[config.mk]
export PLATFORM = sky130hd
export DESIGN_NAME = ttr_regs
export DESIGN_NICKNAME = d
export VERILOG_FILES = /design/src/pkg/ttr_pkg.sv /design/src/verilog/ttr_regs.sv /design/src/verilog/ttr_trip_cmp.sv
export SDC_FILE = /design/constraint.sdc
export NUM_CORES = 1
export LEC_CHECK = 0
export BUFFER_PORTS_ARGS = -buffer_cell sky130_fd_sc_hd__buf_4
export CAP_MARGIN = 20
export CORE_ASPECT_RATIO = 2
export CORE_MARGIN = 2
export CORE_UTILIZATION = 45
export DETAILED_ROUTE_END_ITERATION = 16
export PLACE_DENSITY_LB_ADDON = 0.2
export RECOVER_POWER = 50
export REMOVE_ABC_BUFFERS = 1
export SKIP_CTS_REPAIR_TIMING = 1
export SLEW_MARGIN = 30
export SYNTH_ARGS = -nofsm -noshare
export SYNTH_HDL_FRONTEND = slang
export SYNTH_HIERARCHICAL = 1
export SYNTH_SLANG_ARGS = --single-unit
[constraint.sdc]
create_clock -name ref_clk -period 3.65 [get_ports ref_clk]
set_clock_uncertainty 0.05 [all_clocks]
set_input_delay 0.1825 -clock ref_clk [delete_from_list [all_inputs] [get_ports ref_clk]]
set_output_delay 0.1825 -clock ref_clk [all_outputs]
set_load 0.05 [all_outputs]
[src/pkg/ttr_pkg.sv]
// Package with pointers, field layouts, reset values and hysteresis steps of the threshold bank.
package ttr_pkg;

  // ---------------------------------------------------------------------------
  // Register pointers
  // ---------------------------------------------------------------------------
  localparam logic [7:0] PTR_ALARM_UPPER = 8'h02;
  localparam logic [7:0] PTR_ALARM_LOWER = 8'h03;
  localparam logic [7:0] PTR_CRITICAL    = 8'h04;
  localparam logic [7:0] PTR_TEMP        = 8'h05;
  localparam logic [7:0] PTR_MAKER_ID    = 8'h06;
  localparam logic [7:0] PTR_PART_REV    = 8'h07;

  // ---------------------------------------------------------------------------
  // Field positions
  // ---------------------------------------------------------------------------
  localparam int THR_MSB       = 12;  // Sign bit of thresholds and temperature.
  localparam int THR_LSB       = 2;   // 0.25 degC step of the thresholds.
  localparam int TEMP_LSB      = 1;   // 0.125 degC step of the temperature.
  localparam int BIT_CRIT      = 15;
  localparam int BIT_ABOVE     = 14;
  localparam int BIT_BELOW     = 13;
  localparam int CMP_W         = 14;  // Compare width, one guard bit over 13.

  // ---------------------------------------------------------------------------
  // Reset values
  // ---------------------------------------------------------------------------
  localparam logic [15:0] THR_RESET  = 16'h0000;
  localparam logic [15:0] TEMP_RESET = 16'h0000;

  // ---------------------------------------------------------------------------
  // Hysteresis amounts in units of bit 0 (1/16 degC)
  // ---------------------------------------------------------------------------
  localparam logic [1:0]       HYST_SEL_OFF = 2'h0;
  localparam logic [1:0]       HYST_SEL_1P5 = 2'h1;
  localparam logic [1:0]       HYST_SEL_3   = 2'h2;
  localparam logic [1:0]       HYST_SEL_6   = 2'h3;
  localparam logic [CMP_W-1:0] HYST_OFF     = 14'h0000;
  localparam logic [CMP_W-1:0] HYST_1P5     = 14'h0018;
  localparam logic [CMP_W-1:0] HYST_3       = 14'h0030;
  localparam logic [CMP_W-1:0] HYST_6       = 14'h0060;

endpackage : ttr_pkg

[src/verilog/ttr_regs.sv]
// Threshold, temperature and identification register bank with trip status.
`timescale 1ns/1ns

// Function
// - Alarm lower threshold at 03h, same format, resets to 0000h.
// - Critical threshold at 04h, same format, -256 to +255.75 degC.
// - Temperature at 05h read only, bits 12:1 at 0.125 degC, bit 0 zero.
// - Bit 12 is sign, bit 11 weighs 128 degC, halving downward.
// - Trip bits depend only on comparisons and hysteresis select, not on any other configuration.
// - Inside window when both above and below bits are zero.
// - Below bit sets under lower minus hysteresis, clears at or above lower.
// - Above bit sets over upper, clears at or below upper minus hysteresis.
// - Critical bit sets at or above critical, clears below critical minus hysteresis.
// - Read-only maker code register at 06h.
// - Read-only register at 07h holds device code and revision.
// - Hysteresis select: 00 none, 01 1.5, 10 3, 11 6 degC.
// - Hysteresis applies to window and critical comparisons alike.
// - Alarm lock blocks writes to both window thresholds until power-on reset.
// - Critical lock blocks writes to the critical threshold until power-on reset.
module ttr_regs #(
  parameter logic [15:0] MAKER_ID = 16'h0A5A,  // Arbitrary value.
  parameter logic [7:0]  PART_ID  = 8'h3C,     // Arbitrary value.
  parameter logic [7:0]  REV_ID   = 8'h01      // Arbitrary value.
) (
  input  wire logic        ref_clk,
  input  wire logic        rst_n,
  input  wire logic [7:0]  reg_ptr,
  input  wire logic        reg_wr,
  input  wire logic [15:0] reg_wdata,
  input  wire logic        reg_rd,
  output logic      [15:0] reg_rdata,
  input  wire logic        conv_valid,
  input  wire logic [11:0] conv_temp,
  input  wire logic [1:0]  hyst_sel,
  input  wire logic        alarm_lock,
  input  wire logic        crit_lock,
  output logic             trip_critical,
  output logic             trip_above,
  output logic             trip_below,
  output logic             in_window
);
  import ttr_pkg::*;

  logic [15:0]             upper_reg;
  logic [15:0]             lower_reg;
  logic [15:0]             crit_reg;
  logic [12:0]             temp_reg;
  logic [15:0]             temp_word;
  logic [15:0]             rdata_next;
  logic [15:0]             wr_masked;
  logic signed [CMP_W-1:0] hyst_val;
  logic signed [CMP_W-1:0] new_temp;
  logic signed [CMP_W-1:0] upper_cmp;
  logic signed [CMP_W-1:0] lower_cmp;
  logic signed [CMP_W-1:0] crit_cmp;

  // ---------------------------------------------------------------------------
  // Threshold writes
  // ---------------------------------------------------------------------------
  // Only bits 12:2 survive a write, so reserved bits can never read back as one.
  always_comb begin
    wr_masked                  = 16'h0000;
    wr_masked[THR_MSB:THR_LSB] = reg_wdata[THR_MSB:THR_LSB];
  end

  // The window pair shares one lock; the lock itself lives in configuration.
  always_ff @(posedge ref_clk or negedge rst_n) begin
    if (!rst_n) begin
      upper_reg <= THR_RESET;
      lower_reg <= THR_RESET;
    end else if (reg_wr && !alarm_lock) begin
      if (reg_ptr == PTR_ALARM_UPPER) begin
        upper_reg <= wr_masked;
      end
      if (reg_ptr == PTR_ALARM_LOWER) begin
        lower_reg <= wr_masked;
      end
    end
  end

  // Critical threshold under its own lock.
  always_ff @(posedge ref_clk or negedge rst_n) begin
    if (!rst_n) begin
      crit_reg <= THR_RESET;
    end else if (reg_wr && !crit_lock && reg_ptr == PTR_CRITICAL) begin
      crit_reg <= wr_masked;
    end
  end

  // ---------------------------------------------------------------------------
  // Temperature capture
  // ---------------------------------------------------------------------------
  // Host writes never reach here; only the converter updates the value.
  always_ff @(posedge ref_clk or negedge rst_n) begin
    if (!rst_n) begin
      temp_reg <= TEMP_RESET[THR_MSB:0];
    end else if (conv_valid) begin
      temp_reg <= {conv_temp, 1'b0};
    end
  end

  // ---------------------------------------------------------------------------
  // Comparison operands
  // ---------------------------------------------------------------------------
  // Bits 12:0 read as one signed number in 1/16 degC, so both steps share a scale.
  assign new_temp  = {conv_temp[11], conv_temp, 1'b0};
  assign upper_cmp = {upper_reg[THR_MSB], upper_reg[THR_MSB:0]};
  assign lower_cmp = {lower_reg[THR_MSB], lower_reg[THR_MSB:0]};
  assign crit_cmp  = {crit_reg[THR_MSB], crit_reg[THR_MSB:0]};

  // One hysteresis amount feeds all three comparators.
  always_comb begin
    unique case (hyst_sel)
      HYST_SEL_OFF: hyst_val = HYST_OFF;
      HYST_SEL_1P5: hyst_val = HYST_1P5;
      HYST_SEL_3:   hyst_val = HYST_3;
      HYST_SEL_6:   hyst_val = HYST_6;
    endcase
  end

  // ---------------------------------------------------------------------------
  // Trip comparators
  // ---------------------------------------------------------------------------
  // They see only temperatures, thresholds and hysteresis, never event or output settings.
  ttr_trip_cmp #(.HIGH_SIDE(1'b1), .INCLUSIVE(1'b1)) u_crit (
    .ref_clk (ref_clk),
    .rst_n   (rst_n),
    .eval    (conv_valid),
    .temp    (new_temp),
    .thr     (crit_cmp),
    .hyst    (hyst_val),
    .trip    (trip_critical)
  );

  ttr_trip_cmp #(.HIGH_SIDE(1'b1), .INCLUSIVE(1'b0)) u_above (
    .ref_clk (ref_clk),
    .rst_n   (rst_n),
    .eval    (conv_valid),
    .temp    (new_temp),
    .thr     (upper_cmp),
    .hyst    (hyst_val),
    .trip    (trip_above)
  );

  ttr_trip_cmp #(.HIGH_SIDE(1'b0), .INCLUSIVE(1'b0)) u_below (
    .ref_clk (ref_clk),
    .rst_n   (rst_n),
    .eval    (conv_valid),
    .temp    (new_temp),
    .thr     (lower_cmp),
    .hyst    (hyst_val),
    .trip    (trip_below)
  );

  assign in_window = !trip_above && !trip_below;

  // ---------------------------------------------------------------------------
  // Read path
  // ---------------------------------------------------------------------------
  assign temp_word = {trip_critical, trip_above, trip_below, temp_reg};

  // Unknown pointers read zero; a read has no side effect on any state.
  always_comb begin
    unique case (reg_ptr)
      PTR_ALARM_UPPER: rdata_next = upper_reg;
      PTR_ALARM_LOWER: rdata_next = lower_reg;
      PTR_CRITICAL:    rdata_next = crit_reg;
      PTR_TEMP:        rdata_next = temp_word;
      PTR_MAKER_ID:    rdata_next = MAKER_ID;
      PTR_PART_REV:    rdata_next = {PART_ID, REV_ID};
      default:         rdata_next = 16'h0000;
    endcase
  end

  // Read data is registered and holds until the next read strobe.
  always_ff @(posedge ref_clk or negedge rst_n) begin
    if (!rst_n) begin
      reg_rdata <= 16'h0000;
    end else if (reg_rd) begin
      reg_rdata <= rdata_next;
    end
  end
endmodule : ttr_regs

[src/verilog/ttr_trip_cmp.sv]
// One trip comparator with hysteresis, evaluated on each new conversion.
`timescale 1ns/1ns
module ttr_trip_cmp #(
  parameter bit HIGH_SIDE = 1'b1,  // Trips when the temperature rises.
  parameter bit INCLUSIVE = 1'b0   // High side: trip on equality too.
) (
  input  wire logic                          ref_clk,
  input  wire logic                          rst_n,
  input  wire logic                          eval,
  input  wire logic signed [ttr_pkg::CMP_W-1:0] temp,
  input  wire logic signed [ttr_pkg::CMP_W-1:0] thr,
  input  wire logic signed [ttr_pkg::CMP_W-1:0] hyst,
  output logic                               trip
);
  import ttr_pkg::*;

  logic signed [CMP_W-1:0] thr_low;
  logic                    set_cond;
  logic                    clr_cond;

  // ---------------------------------------------------------------------------
  // Set and clear conditions
  // ---------------------------------------------------------------------------
  // The guard bit keeps threshold minus 6 degC from wrapping at -256 degC.
  assign thr_low = thr - hyst;

  // Low side sets below the lowered bound and clears at the bound itself.
  always_comb begin
    if (HIGH_SIDE) begin
      set_cond = INCLUSIVE ? (temp >= thr) : (temp > thr);
      clr_cond = INCLUSIVE ? (temp < thr_low) : (temp <= thr_low);
    end else begin
      set_cond = temp < thr_low;
      clr_cond = temp >= thr;
    end
  end

  // Between the two conditions the flag holds, which gives the hysteresis band.
  always_ff @(posedge ref_clk or negedge rst_n) begin
    if (!rst_n) begin
      trip <= 1'b0;
    end else if (eval) begin
      if (set_cond) begin
        trip <= 1'b1;
      end else if (clr_cond) begin
        trip <= 1'b0;
      end
    end
  end
endmodule : ttr_trip_cmp

# ---- Yosys cells after proc, flatten, opt, wreduce, memory -nomap -nowiden
# Index checks and enable logic that the tools add are counted.
dict set report op_classes {
  n_addsub 3
  n_eq_ne 9
  magnitude_cmp 6
  n_reduce_logical 17
  bitwise_logic 0
  n_shift 0
  mux 8
  n_div 0
  n_mul 0
}
# op n
set op_table {}
lappend op_table {{$pmux W16 S6} 1}
lappend op_table {{$pmux W14 S4} 1}
lappend op_table {{$sub A13 B14 Y14} 3}
lappend op_table {{$eq A8 B3 Y1 const B} 4}
lappend op_table {{$lt A13 B14 Y1} 2}
lappend op_table {{$ge A13 B13 Y1} 2}
lappend op_table {{$eq A8 B2 Y1 const B} 2}
lappend op_table {{$le A13 B14 Y1} 1}
lappend op_table {{$gt A13 B13 Y1} 1}
lappend op_table {{$reduce_and A2 Y1} 5}
lappend op_table {{$mux W1} 6}
lappend op_table {{$reduce_bool A2 Y1} 3}
lappend op_table {{$eq A2 B2 Y1 const B} 2}
lappend op_table {{$logic_and A1 B1 Y1} 4}
lappend op_table {{$logic_not A1 Y1} 4}
lappend op_table {{$eq A2 B1 Y1 const B} 1}
lappend op_table {{$logic_not A2 Y1} 1}
dict set report totals {
  memories 0
  output_inout_bits 20
  latchBits 0
  rom_bits 0
  word_cells 51
  ramBits 0
  ff_bits 64
}

# ---- Longest topological paths before layout
dict set report logic_depth {
  word_depth 6
  mapped_depth 18
  ltp_nobuf 18
}

# ---- By module
# The synthesis kept the hierarchy.
# module cells_each instances seq_area_each_um2 area_per_inst_um2
set by_module_without_submodules {}
lappend by_module_without_submodules {ttr_regs 228 1 1526.5 2839.0}
lappend by_module_without_submodules {{ttr_trip_cmp at u_below} 186 1 25.0 1385.1}
lappend by_module_without_submodules {{ttr_trip_cmp at u_crit} 182 1 25.0 1378.8}
lappend by_module_without_submodules {{ttr_trip_cmp at u_above} 177 1 25.0 1322.5}

# ---- Worst setup path before layout
# Ideal clock, no wire load.
dict set report synth_path {
  kind {input -> register}
  startpoint {input port hyst_sel[0]}
  endpoint {register u_below.trip}
  arrival_ps 2968
  setup_time_ps 140
  stages 16
  setup_slack_ps 491
  cell_sequence {ha_1 or2_2 inv_1 ha_1 o21a_1 o21ai_1 nor3_1 a21boi_1 nor4_1 a311oi_1 ha_1 and4_1 nand2_1 o31ai_1 mux2i_1 o221ai_1}
}
dict set report synth_via {
  elab_chain_len 6
  word_cells_on_any_way 10
  classes_between {add/sub (1); order compare (1); eq/ne (3); mux (2); reduce/logical (3)}
}
# item line
set synth_rtl {}
lappend synth_rtl {{start: declaration} ttr_regs.sv:34} ;# input wire logic [1:0] hyst_sel,
lappend synth_rtl {{$eq A2 B2 Y1 (tied with other cells)} ttr_regs.sv:113} ;# unique case (hyst_sel)
lappend synth_rtl {{$pmux W14 S4 *} ttr_regs.sv:113}
lappend synth_rtl {{via hyst_val[5]} ttr_regs.sv:51} ;# logic signed [CMP_W-1:0] hyst_val;
lappend synth_rtl {{$sub A13 B14 Y14 *} ttr_trip_cmp.sv:25} ;# assign thr_low = thr - hyst;
lappend synth_rtl {{$lt A13 B14 Y1 *} ttr_trip_cmp.sv:33} ;# set_cond = temp < thr_low;
lappend synth_rtl {{$reduce_bool A2 Y1 (no source line)} n/a}
lappend synth_rtl {{$reduce_and A2 Y1 (no source line)} n/a}
lappend synth_rtl {{end signal: assignment} ttr_trip_cmp.sv:41} ;# trip <= 1'b0;
lappend synth_rtl {{end signal: assignment} ttr_trip_cmp.sv:44} ;# trip <= 1'b1;
lappend synth_rtl {{end signal: assignment} ttr_trip_cmp.sv:46} ;# trip <= 1'b0;
lappend synth_rtl {{end: declaration} ttr_trip_cmp.sv:13} ;# output logic trip
# Mark *: on every way through the listed nets, which the timed path passes. The rest lies on a longest branch. The select of a mux whose other input is x is not followed.
# A chain may end at the register's enable or synchronous reset.

# ---- Worst setup path in the final report
# Ends and elaborated chain as after synthesis.

==> impl_summary.log <==
INFO  metric total_area_of_multi_input_combinational_cells = 5000 sq um
INFO  metric core = 15200 sq um
INFO  metric track_usage = 0.229
INFO  metric 1st_pass_router_iterations = 4
INFO  metric initial_utilization = 0.455
INFO  metric critical_path_class = input pin to flip-flop
INFO  metric setup.worst_path.end_class = flip-flop
INFO  metric critical_path.reg2reg.endpoint = u_below/trip
INFO  metric type_of_the_worst_min_delay_path = input pin to flip-flop
INFO  metric synth_top_cells_by_area = sky130_fd_sc_hd__dfrtp_1, sky130_fd_sc_hd__ha_1, sky130_fd_sc_hd__mux2_2
INFO  metric proportion_of_power_drawn_by_the_clock_network = 0.395
INFO  metric gp_congestion = 0.886
INFO  metric synthTopCellsByCount = sky130_fd_sc_hd__ha_1, sky130_fd_sc_hd__inv_1, sky130_fd_sc_hd__dfrtp_1
INFO  metric p_seq_frac = 0.327
INFO  metric final_min_period_over_clock_period = 0.897
INFO  metric setup_slack = 376 ps
INFO  metric place_worst_setup_slack = 27.4 ps
INFO  metric data_arrival_time_of_the_critical_path = 3420 ps
INFO  metric synth.yosys.seq_area_share = 0.231
INFO  metric grt_pass1_wl = 29.6 mm
INFO  metric fraction_of_registers_with_async_set_reset = 1.00
INFO  metric failing_checks = max-capacitance violations, max-slew violations
INFO  metric power.ir.vdd_worst = 247 uV
INFO  metric aggregate_global_routing_overflow = 0
INFO  metric hold_path_depth = 2
INFO  metric rsz0062_at_grt = no
INFO  metric die-area = 16500 sq um
INFO  metric yosysWarnings = 6
INFO  metric rows = 64
INFO  metric synthesis.instances = 773
INFO  metric reg2regPathDepth = 13
INFO  metric first_global_vias = 5777
INFO  metric avgSynthCellArea = 8.96 sq um
INFO  metric ys.flop_type = sky130_fd_sc_hd__dfrtp_1
INFO  metric wl_per_cell = 16.9 um
INFO  metric min_from = reg_wdata[2]
INFO  metric holdWs = 47.1 ps
INFO  metric endpoints_failing_setup = 0
INFO  metric dp_hpwl = 15.0 mm
INFO  metric hold-path-endpoint = lower_reg[2]
INFO  metric maxSlewViolCount = 65
INFO  metric synth_area_leader_cell = sky130_fd_sc_hd__dfrtp_1
INFO  metric p_per_area = 295 nW/um^2
INFO  metric p_leak = 3.77 nW
INFO  metric maximum_number_of_pins_on_one_net_before_global_route_repair = 65
INFO  metric antenna_found_initial = 0
INFO  metric comb_power_share = 0.279
INFO  metric design.final.nets = 1062
INFO  metric clk_pin_slew = 60 ps
INFO  metric wl = 18.5 mm
INFO  metric dr.first_iter.drc_count = 189
INFO  metric fill_cells = 1475
INFO  metric syn-cell-area = 6930 sq um
INFO  metric cts-buffers-inserted = 9
INFO  metric top_level_ports = 65
INFO  metric synth_seq_cells = 64
INFO  metric largest_register_ffs = 16
INFO  metric post_drt_antenna_nets = 0
INFO  metric cp_data_required_time = 3790 ps
INFO  metric port-buffer-count = 59
INFO  metric area_after_dpl = 7820 sq um
INFO  metric worst_r2r_startpoint = lower_reg[5]
INFO  metric cts-root-to-sink-buffers = 2
INFO  metric seqCellArea = 1600 sq um
INFO  metric cts_tree = built
INFO  metric run_status = finished, violations left
INFO  metric tritoncts_num_sinks = 64
INFO  metric timing.slew.headroom = -0.0510
INFO  metric clock_insertion_delay_worst_skew = 330 ps
INFO  metric worstSetupStartpoint = hyst_sel[0]
INFO  metric maxCapViolCount = 1
INFO  metric finalPower = 2.38 mW
INFO  metric via_count = 5935
INFO  metric die_y = 179 um
INFO  metric startpoint_type = input pin
INFO  metric synth_enable_flop_cells = 0
INFO  metric pint = 1.63 mW
INFO  metric drc = 0
INFO  metric maxClockFrequency = 305 MHz
INFO  metric netSwitchingFraction = 0.317
INFO  metric dieWidth = 91.7 um
INFO  metric postLayoutCellArea = 8080 sq um
INFO  metric layout-area-overhead-vs-synth = 16.7%
INFO  metric viasPerCell = 5.43
INFO  metric synth_cell_types = 82
INFO  metric r2r_setup_slack = 390 ps
INFO  metric cts-root-buf = sky130_fd_sc_hd__clkbuf_16
INFO  metric power_switching = 755 uW
INFO  metric tightestPinTransition = 1580 ps
INFO  metric insertedDiodeCount = 0
INFO  metric post-route-min-period = 3270 ps
INFO  metric htree_num_levels = 3
INFO  metric post-synth-top-count-cell = sky130_fd_sc_hd__ha_1
INFO  metric tns = 0 ps
INFO  metric crit_fanout = 3
INFO  metric synth_largest_type_area_fraction = 0.231
INFO  metric final_layout_size_suffix_gt1_frac = 0.169
INFO  metric hold_viol_final = 0
==> cells by family after synthesis <==
logic type | count (synthesis) | share of synthesized area
AOI/OAI and AO/OA | 199 | 0.195
DFF | 64 | 0.231
adders and majority gates | 127 | 0.233
muxes | 58 | 0.0939
xor gates and xnor gates | 32 | 0.0416
other | 1 | 0.000541
buffers and inverters | 128 | 0.0721
and+or+nand+nor | 164 | 0.132
==> final cells by class <==
cell class / instances / area share
multi-input combinational: 630 / 0.619
sequential: 64 / 0.198
clock buffer: 9 / 0.0279
clock inverter: 7 / 0.0125
timing repair buffer: 72 / 0.0595
inverter: 113 / 0.0525
tap: 198 / 0.0307
==> routing by layer <==
layer,wire length [um],vias to the layer above,global-route usage
met5,0,-,0
met4,1050,0,0.118
met3,547,46,0.0239
met2,9700,151,0.421
met1,7210,2760,0.253
li1,-,2978,-
==> critical path, cell delays in order <==
cell                       delay (ps)
sky130_fd_sc_hd__buf_4             90
sky130_fd_sc_hd__inv_1             40
sky130_fd_sc_hd__ha_1             170
sky130_fd_sc_hd__or2_2            330
sky130_fd_sc_hd__inv_1             70
sky130_fd_sc_hd__ha_1             250
sky130_fd_sc_hd__o21a_1           210
sky130_fd_sc_hd__o21ai_1          180
sky130_fd_sc_hd__nor3_1            80
sky130_fd_sc_hd__a21boi_1         150
sky130_fd_sc_hd__nor4_1           240
sky130_fd_sc_hd__a311oi_1          90
sky130_fd_sc_hd__ha_1             340
sky130_fd_sc_hd__and4_1           210
sky130_fd_sc_hd__nand2_1           70
sky130_fd_sc_hd__o31ai_1          300
sky130_fd_sc_hd__mux2i_1          270
sky130_fd_sc_hd__o221ai_1         140
==> how the worst max path moves through the flow <==
stage                   end  slack [ps]  cells after the start
3_3_place_gp   u_below/trip          70                     18
6_report       u_below/trip         380                     18
4_1_cts        u_below/trip         370                     18
5_1_grt        u_below/trip         120                     18
3_5_place_dp   u_below/trip          30                     18
2_1_floorplan  u_below/trip         490                     16
==> metrics by stage <==
step / utilization / std cells
6_report: 0.531 / 1093
5_1_grt: 0.531 / 1093
4_1_cts: 0.535 / 1092
3_5_place_dp: 0.514 / 1076
3_3_place_gp: 0.514 / 1076
2_1_floorplan: - / 807
==> power groups by stage <==
| stage | sequential (mW) | clock (mW) | combinational, mW |
|---|---|---|---|
| floorplan | 0.801 | 0 | 0.422 |
| global placement | 0.791 | 0 | 0.649 |
| detailed placement | 0.792 | 0 | 0.658 |
| CTS | 0.779 | 0.948 | 0.662 |
| global route | 0.782 | 0.978 | 0.754 |
| finish | 0.778 | 0.941 | 0.664 |
==> placed cells by master, fill, tap and decap left out, drive strengths merged, types with 34 or more instances in the layout <==
cell / n
conb: 50
o21ai: 39
ha: 124
buf: 53
nor2: 34
dfrtp: 64
inv: 116
nand2: 34
a21oi: 50
mux2: 56
No activity file was read; power rests on OpenSTA's default activity.
